### src/rtl/reset_source_map.vh
`ifndef RESET_SOURCE_MAP_VH
`define RESET_SOURCE_MAP_VH
// status field positions, reset_status_a
`define STA_POR_BIT      0
`define STA_VMON0_BIT    1
`define STA_VMON1_BIT    2
`define STA_VMON2_BIT    3
// status field positions, reset_status_b
`define STB_INDEPENDENT_WATCHDOG_BIT     0
`define STB_SWDT_BIT     1
`define STB_SW_BIT       2
`define STB_FAULT_BIT    3
// hold times in ns
`define WDOG_HOLD_NS     400
`define VMON_STAB_NS     4000
`define SW_HOLD_NS       800
`define CLK_PERIOD_NS    40
// hold counts in cycles, rounded up
`define WDOG_HOLD_CYC    ((`WDOG_HOLD_NS + `CLK_PERIOD_NS - 1) / `CLK_PERIOD_NS)
`define VMON_STAB_CYC    ((`VMON_STAB_NS + `CLK_PERIOD_NS - 1) / `CLK_PERIOD_NS)
`define SW_HOLD_CYC      ((`SW_HOLD_NS + `CLK_PERIOD_NS - 1) / `CLK_PERIOD_NS)
// voltage level select codes
`define VLEVEL_LOW       2'h0
`define VLEVEL_MID       2'h1
`define VLEVEL_HIGH      2'h2
`endif

### src/rtl/reset_hold_timer.v
`timescale 1ns/1ns
// holds a reset for a fixed count after its request ends
module reset_hold_timer #(
  parameter HOLD = 10
) (
  input  wire core_clk,
  input  wire srst,
  input  wire start,
  output wire active
);
  reg  [15:0] countQ;
  wire [15:0] holdValue = HOLD[15:0];

  // a request pending keeps the counter reloaded; release after HOLD idle cycles
  always @(posedge core_clk) begin
    if (srst) begin
      countQ <= 16'h0000;
    end else if (start) begin
      countQ <= holdValue;
    end else if (countQ != 16'h0000) begin
      countQ <= countQ - 16'h0001;
    end
  end

  assign active = start | (countQ != 16'h0000);
endmodule // reset_hold_timer

### src/rtl/reset_source_controller.v
`timescale 1ns/1ns
`include "reset_source_map.vh"
// Operation
// watchdog underflow gives reset or NMI
// watchdog underflow sets its status flag
// watchdog reset self-releases after short delay
// system watchdog overflow gives reset or NMI
// system watchdog overflow sets its flag
// system watchdog reset self-releases after delay
// three voltage monitors give interrupt or reset
// each threshold selectable from three levels
// monitor reset held stabilization time after recovery
// monitoring off after power-on until enabled
// monitor n reset sets its flag
// core reset request bit gives software reset
// software reset held for its hold time
// peripheral fault resets always honoured
// warm-start flag separates cold from warm
// only power-on reset clears warm-start flag
// writing one sets warm-start flag, zero ignored
// power-on sets, pin reset clears, power-on flag
// external reset pin low resets device
// software reset sets its status flag
// cause flags survive warm resets
module reset_source_controller #(
  parameter WDOG_HOLD = `WDOG_HOLD_CYC,
  parameter VMON_STAB = `VMON_STAB_CYC,
  parameter SW_HOLD   = `SW_HOLD_CYC
) (
  input  wire       core_clk,
  input  wire       srst,
  input  wire       externalResetPinN,
  input  wire       indepWatchdogUnderflow,
  input  wire       indepWatchdogNmiSel,
  input  wire       systemWatchdogOverflow,
  input  wire       systemWatchdogNmiSel,
  input  wire [2:0] voltageBelow,
  input  wire [2:0] optionMonitorEnable,
  input  wire [2:0] optionMonitorResetSel,
  input  wire [5:0] optionLevelSel,
  input  wire       optionLoad,
  input  wire       systemResetRequest,
  input  wire       faultResetRequest,
  input  wire       warmStartWrite,
  input  wire       warmStartWriteData,
  output reg        chipReset,
  output reg        nmiOut,
  output reg  [2:0] voltageInterrupt,
  output reg  [5:0] voltageLevel,
  output reg  [3:0] resetStatusA,
  output reg  [3:0] resetStatusB,
  output reg        warmStartFlag
);
  // srst is the power-on reset; the pin and the internal sources are warm resets
  reg  [2:0] monEnableQ;
  reg  [2:0] monResetSelQ;
  reg  [5:0] levelQ;
  reg  [5:0] levelD;
  reg        indepPrevQ;
  reg        sysPrevQ;
  reg  [2:0] belowPrevQ;
  reg        swPrevQ;
  wire       pinReset = ~externalResetPinN;
  // events act on the rising edge; a level held high is one event
  wire       indepEvent = indepWatchdogUnderflow & ~indepPrevQ;
  wire       sysEvent   = systemWatchdogOverflow & ~sysPrevQ;
  wire       swEvent    = systemResetRequest & ~swPrevQ;
  // a disabled monitor is masked before the edge memory and the flags
  wire [2:0] belowActive = voltageBelow & monEnableQ;
  wire [2:0] belowEvent  = belowActive & ~belowPrevQ;
  // reset-mode monitors request for as long as the supply stays low
  wire [2:0] monResetReq = belowActive & monResetSelQ;
  wire       indepReset;
  wire       sysReset;
  wire       swReset;
  wire [2:0] monReset;
  reg        chipResetD;
  reg        nmiD;
  reg  [2:0] voltageIntD;
  reg  [3:0] statusAD;
  reg  [3:0] statusBD;
  reg        warmStartD;

  // edge memories reset low, the idle level of every source, so release gives no false event
  always @(posedge core_clk) begin
    if (srst) begin
      indepPrevQ <= 1'b0;
    end else begin
      indepPrevQ <= indepWatchdogUnderflow;
    end
  end

  always @(posedge core_clk) begin
    if (srst) begin
      sysPrevQ <= 1'b0;
    end else begin
      sysPrevQ <= systemWatchdogOverflow;
    end
  end

  // only enabled monitors are remembered, so enabling a monitor already below fires once
  always @(posedge core_clk) begin
    if (srst) begin
      belowPrevQ <= 3'h0;
    end else begin
      belowPrevQ <= belowActive;
    end
  end

  // a request bit left at 1 gives one reset only; it must be cleared and set again
  always @(posedge core_clk) begin
    if (srst) begin
      swPrevQ <= 1'b0;
    end else begin
      swPrevQ <= systemResetRequest;
    end
  end

  // option word is loaded by the boot path; power-on clears monitoring
  always @(posedge core_clk) begin
    if (srst) begin
      monEnableQ   <= 3'h0;
      monResetSelQ <= 3'h0;
    end else if (optionLoad) begin
      monEnableQ   <= optionMonitorEnable;
      monResetSelQ <= optionMonitorResetSel;
    end
  end

  // unused code 3 falls back to the low level so only three levels exist
  always @* begin
    levelD = levelQ;
    if (optionLoad) begin
      case (optionLevelSel[1:0])
        `VLEVEL_MID:  levelD[1:0] = `VLEVEL_MID;
        `VLEVEL_HIGH: levelD[1:0] = `VLEVEL_HIGH;
        default:      levelD[1:0] = `VLEVEL_LOW;
      endcase
      case (optionLevelSel[3:2])
        `VLEVEL_MID:  levelD[3:2] = `VLEVEL_MID;
        `VLEVEL_HIGH: levelD[3:2] = `VLEVEL_HIGH;
        default:      levelD[3:2] = `VLEVEL_LOW;
      endcase
      case (optionLevelSel[5:4])
        `VLEVEL_MID:  levelD[5:4] = `VLEVEL_MID;
        `VLEVEL_HIGH: levelD[5:4] = `VLEVEL_HIGH;
        default:      levelD[5:4] = `VLEVEL_LOW;
      endcase
    end
  end

  always @(posedge core_clk) begin
    if (srst) begin
      levelQ <= {`VLEVEL_LOW, `VLEVEL_LOW, `VLEVEL_LOW};
    end else begin
      levelQ <= levelD;
    end
  end

  // a timer stretches its start by HOLD cycles once the start ends
  reset_hold_timer #(.HOLD(WDOG_HOLD)) indepHold (
    .core_clk (core_clk),
    .srst     (srst),
    .start    (indepEvent & ~indepWatchdogNmiSel),
    .active   (indepReset)
  );

  reset_hold_timer #(.HOLD(WDOG_HOLD)) sysHold (
    .core_clk (core_clk),
    .srst     (srst),
    .start    (sysEvent & ~systemWatchdogNmiSel),
    .active   (sysReset)
  );

  reset_hold_timer #(.HOLD(SW_HOLD)) swHold (
    .core_clk (core_clk),
    .srst     (srst),
    .start    (swEvent),
    .active   (swReset)
  );

  // monitor resets are held while below, then for the stabilization time after recovery
  reset_hold_timer #(.HOLD(VMON_STAB)) mon0Hold (
    .core_clk (core_clk),
    .srst     (srst),
    .start    (monResetReq[0]),
    .active   (monReset[0])
  );

  reset_hold_timer #(.HOLD(VMON_STAB)) mon1Hold (
    .core_clk (core_clk),
    .srst     (srst),
    .start    (monResetReq[1]),
    .active   (monReset[1])
  );

  reset_hold_timer #(.HOLD(VMON_STAB)) mon2Hold (
    .core_clk (core_clk),
    .srst     (srst),
    .start    (monResetReq[2]),
    .active   (monReset[2])
  );

  // warm sources only drive the reset tree; chipReset never loops back to clear state
  always @* begin
    chipResetD = 1'b0;
    if (pinReset) begin
      chipResetD = 1'b1;
    end
    if (indepReset) begin
      chipResetD = 1'b1;
    end
    if (sysReset) begin
      chipResetD = 1'b1;
    end
    if (swReset) begin
      chipResetD = 1'b1;
    end
    if (|monReset) begin
      chipResetD = 1'b1;
    end
    if (faultResetRequest) begin
      chipResetD = 1'b1;
    end
  end

  // nmi replaces the reset of a watchdog selected for it; one pulse per cycle with an event of either watchdog
  always @* begin
    nmiD = 1'b0;
    if (indepEvent & indepWatchdogNmiSel) begin
      nmiD = 1'b1;
    end
    if (sysEvent & systemWatchdogNmiSel) begin
      nmiD = 1'b1;
    end
  end

  // interrupt-mode monitors pulse once per dip instead of resetting
  always @* begin
    voltageIntD = belowEvent & ~monResetSelQ;
  end

  // cause flags only set; the pin clear of bit 0 never meets a set of that bit
  always @* begin
    statusAD = resetStatusA;
    if (pinReset) begin
      statusAD[`STA_POR_BIT] = 1'b0;
    end
    if (monResetReq[0]) begin
      statusAD[`STA_VMON0_BIT] = 1'b1;
    end
    if (monResetReq[1]) begin
      statusAD[`STA_VMON1_BIT] = 1'b1;
    end
    if (monResetReq[2]) begin
      statusAD[`STA_VMON2_BIT] = 1'b1;
    end
  end

  always @* begin
    statusBD = resetStatusB;
    if (indepEvent) begin
      statusBD[`STB_INDEPENDENT_WATCHDOG_BIT] = 1'b1;
    end
    if (sysEvent) begin
      statusBD[`STB_SWDT_BIT] = 1'b1;
    end
    if (swEvent) begin
      statusBD[`STB_SW_BIT] = 1'b1;
    end
    if (faultResetRequest) begin
      statusBD[`STB_FAULT_BIT] = 1'b1;
    end
  end

  always @(posedge core_clk) begin
    if (srst) begin
      chipReset        <= 1'b1;
      nmiOut           <= 1'b0;
      voltageInterrupt <= 3'h0;
      voltageLevel     <= 6'h00;
      resetStatusA     <= 4'h1;
      resetStatusB     <= 4'h0;
    end else begin
      chipReset        <= chipResetD;
      nmiOut           <= nmiD;
      voltageInterrupt <= voltageIntD;
      voltageLevel     <= levelQ;
      resetStatusA     <= statusAD;
      resetStatusB     <= statusBD;
    end
  end
  // warm resets never touch the flags above, save the pin reset clearing the power-on flag

  // writes of 0 leave the flag alone; only power-on clears it
  always @* begin
    warmStartD = warmStartFlag;
    if (warmStartWrite & warmStartWriteData) begin
      warmStartD = 1'b1;
    end
  end

  always @(posedge core_clk) begin
    if (srst) begin
      warmStartFlag <= 1'b0;
    end else begin
      warmStartFlag <= warmStartD;
    end
  end
endmodule // reset_source_controller

### config.mk
export PLATFORM = sky130hd
export DESIGN_NAME = reset_source_controller
export DESIGN_NICKNAME = d
export VERILOG_FILES = /design/src/rtl/reset_hold_timer.v /design/src/rtl/reset_source_controller.v
export VERILOG_INCLUDE_DIRS = /design/src /design/src/rtl
export SDC_FILE = /design/constraint.sdc
export NUM_CORES = 1
export LEC_CHECK = 0
export BUFFER_PORTS_ARGS = -buffer_cell sky130_fd_sc_hd__buf_2
export CAP_MARGIN = 20
export CORE_ASPECT_RATIO = 1.1
export CORE_MARGIN = 1.5
export CORE_UTILIZATION = 50
export DETAILED_ROUTE_END_ITERATION = 6
export GPL_TIMING_DRIVEN = 0
export PLACE_DENSITY_LB_ADDON = 0.3
export REMOVE_ABC_BUFFERS = 1
export SETUP_SLACK_MARGIN = 0.05
export SLEW_MARGIN = 20
export SYNTH_ARGS = -nofsm -noshare
export SYNTH_HDL_FRONTEND = slang
export SYNTH_SLANG_ARGS = --single-unit
### constraint.sdc
create_clock -name core_clk -period 2.3 [get_ports core_clk]
set_input_delay 0.345 -clock core_clk [delete_from_list [all_inputs] [get_ports core_clk]]
set_output_delay 0.345 -clock core_clk [all_outputs]
set_load 0.05 [all_outputs]
==> key figures <==
Status
  • Status: completed

Setup path
  • Kind of critical path: reg2reg
  • Worst path slowest cell: or4_1
  • Max incr delay on CP: 510 ps
  • Worst-path cell chain: nor4_4 -> nand2_2 -> or4_1 -> or3b_1 -> a21oi_1
  • CP arrival: 2450 ps
  • Worst endpoint required time: 2640 ps
  • CP endpoint kind: flip-flop
  • WP buf/inv: 0
  • CP max FO: 7
  • Top delay family on crit path: simple AND/OR/NAND/NOR gates
  • CP Launch Type: flip-flop

Logic synthesis
  • Mux share of post-synthesis cell area: 1.92%
  • Ys async rst share: 0%
  • Dominant synthesized flop cell: dfxtp_1
  • Mapped Cells: 663
  • Cell taking the most area after synthesis: dfxtp_1
  • Mean Syn Cell Area: 8.76 um^2
  • Synth Area in Compound Gates: 8.16%
  • Post-synth EDFFs: 0
  • Unique masters post-synth: 48
  • XOR/XNOR share of the synthesized area: 9.50%
  • Seq/Total Area, Yosys: 46.2%
  • Largest family of logic cells by synthesized area: simple AND/OR/NAND/NOR gates
  • Synth Area in Simple Gates: 30.5%
  • Synth top area share: 46.2%
  • Synth Cell Area: 5810 um^2
  • Syn. warnings: 0
  • Post-synthesis adder-cell area fraction: 1.29%
  • Synthesized flop and latch total: 134
  • Area contributors post-synth: dfxtp_1 46%, nor2_1 7.2%, xor2_1 5.0%, xnor2_1 4.5%, a21oi_1 3.2%

Pwr
  • VDD IR-drop max: 1.03 mV
  • Pwr dens: 1780 nW/um^2
  • Pleak: 0.00272 uW

Routing
  • Routed Antenna Nets: 0
  • Routed WL: 11700 um
  • Drt drc: 0
  • Via-to-Cell Ratio: 5.46
  • WL per Instance: 13.4 um
  • Vias: 4776
  • DR iter-0 viols: 229
  • Pre-antenna DRT Iters: 4

Layout
  • Final-stage net count: 746
  • Fraction of layout cells with a size suffix above 1: 12.7%
  • Filler cells: 992
  • Most common cell after layout, fill and taps aside: dfxtp_1
  • Register area: 2680 um^2
  • Number of diodes: 0
  • Most frequent cells in the layout: 134 x dfxtp_1, 112 x nor2_1, 46 x buf_2
  • Multi-input logic area: 3010 um^2
  • Area Overhead vs Synth: 17.6%

Clocking
  • Num CTS Buffers: 17
  • Worst skew pair latency: 420 ps
  • # clock sinks: 134
  • TritonCTS clock tree: yes
  • Clk root buf: clkbuf_16
  • CTS H-Tree Depth: 4
  • Clk slew on worst S/H paths: 50 ps
  • Clock Path Buffers: 2

Global route
  • First-pass GRT wire length: 19700 um
  • Total GRT Usage: 19.8%
  • Number of global-route vias before repair: 4423
  • Largest net degree at the start of global routing: 59
  • GRT overflow: 0
  • Initial antenna violation count: 0

STA
  • Max_slew headroom: 31.1%
  • Clock Skew: 6.07 ps
  • Final Hold Vio Count: 0
  • Worst Hold Margin: 145 ps
  • Maximum clock frequency: 474 MHz
  • Slew Limit Fails: 0
  • Final Cycle Share: 91.8%
  • Tightest Pin Transition: 1030 ps
  • RSZ-0062 raised after global routing: true
  • Fin worst setup slack: 189 ps
  • Final setup violation count: 0
  • Crit path time final: 2110 ps

Floorplanning
  • I/O pins: 47
  • Core box area: 11400 um^2
  • Die W: 106 um
  • Chip height: 116 um
  • Die ar.: 12300 um^2
  • Initial Util: 51.0%
  • FP Rows: 41

Placed design
  • IO Port Bufs: 46
  • DP Worst Slack: -190 ps
  • Dpl hpwl: 7860 um
  • Final RePlAce weighted congestion: 0.795

Job
  • Max_cap viols: 0

Hold path
  • Hold WC Path Type: in2reg
through the flow:
step	TNS (ps)	util (%)	area, um^2	std cells	total power, uW
detailed placement	-471	54.1	6160	841	9130
global route	0	60.0	6830	875	13100
CTS	0	59.9	6820	875	12100
floorplan	0	-	5740	645	8090
global placement	-149	54.1	6160	841	8890
finish	0	60.0	6830	875	12100
cell usage after synthesis, types with 2 or more instances:
master / instances
a31oi_1: 7
nand4_1: 16
and4_1: 2
xnor2_1: 30
o21ai_0: 15
nand2b_1: 17
nor4_2: 2
and2_1: 3
nand3_1: 22
and3_1: 2
nor3b_1: 2
clkbuf_1: 15
buf_2: 2
a211oi_1: 11
xor2_1: 33
nand4b_1: 7
a21o_1: 2
nor4b_1: 3
inv_1: 20
or2_0: 2
dfxtp_1: 134
nor4_4: 2
nand2_1: 33
nand3b_1: 12
mux2i_1: 10
o21ai_1: 4
or3_1: 18
a21oi_1: 37
or4_1: 5
nor2_1: 112
nor2b_1: 16
nor3_1: 25
ha_1: 6
nor4_1: 22
timing repair:
action                     CTS  global route
gates cloned                 0             0
resized for setup            3             3
setup endpoints to repair   12             7
hold buffers                 0             0
pin swaps                    1             0
buffers inserted             3             0
state kept, by name, summed over array words and instances, names as in the netlist:
signal,count
swHold.countQ,16
voltageLevel,6
sysHold.countQ,16
resetStatusA,4
chipReset,1
indepHold.countQ,16
mon2Hold.countQ,16
monResetSelQ,3
monEnableQ,3
sysPrevQ,1
nmiOut,1
swPrevQ,1
voltageInterrupt,3
mon1Hold.countQ,16
belowPrevQ,3
mon0Hold.countQ,16
indepPrevQ,1
resetStatusB,4
warmStartFlag,1
levelQ,6
worst min-delay path: stages:
cell and delay, ps:
buf_2 90, nor2_1 30, nor2_1 60
cell type report:
class	count	share of cell area (%)
multi-input combinational	491	44.1
inverter	20	1.10
tap	150	2.75
sequential	134	39.3
timing repair buffer	49	3.70
clock buffer	23	7.29
clock inverter	8	1.76
power breakdown:
| group | switching [uW] | leakage (uW) | internal [uW] |
|---|---|---|---|
| Clock | 952 | 0.000301 | 1840 |
| Sequential | 735 | 0.00110 | 3050 |
| Combinational | 3210 | 0.00132 | 2350 |
cell families (layout without fill, tap and decap cells):
family                   count (synthesis)  count (layout)
AO/OA/AOI/OAI                           80              80
multiplexers                            11              11
adder cells (fa/ha/maj)                  6               6
buffers and inverters                   38             100
AND/OR/NAND/NOR                        331             331
flip-flops                             134             134
XOR/XNOR                                63              63
path summary, 6_finish.rpt:
check / start / to / slack (ps) / cells after the start
setup / recovery: swHold.countQ[2]$_SDFFE_PP0P_ / swHold.countQ[12]$_SDFFE_PP0P_ / 190 / 5
hold / removal: faultResetRequest / resetStatusB[3]$_SDFFE_PP0P_ / 150 / 3
setup reg to reg: swHold.countQ[2]$_SDFFE_PP0P_ / swHold.countQ[12]$_SDFFE_PP0P_ / 190 / 5
hold reg to reg: belowPrevQ[2]$_SDFF_PP0_ / voltageInterrupt[2]$_SDFF_PP0_ / 390 / 1
layer usage:
layer,part of all wire [%],vias up,track usage (%)
met2,49,76,34.5
met3,3.1,17,5.12
li1,-,2416,-
met1,46,2267,23.6
met5,0,-,0
met4,1.9,0,7.48
Power figures use the tool's default switching activity.
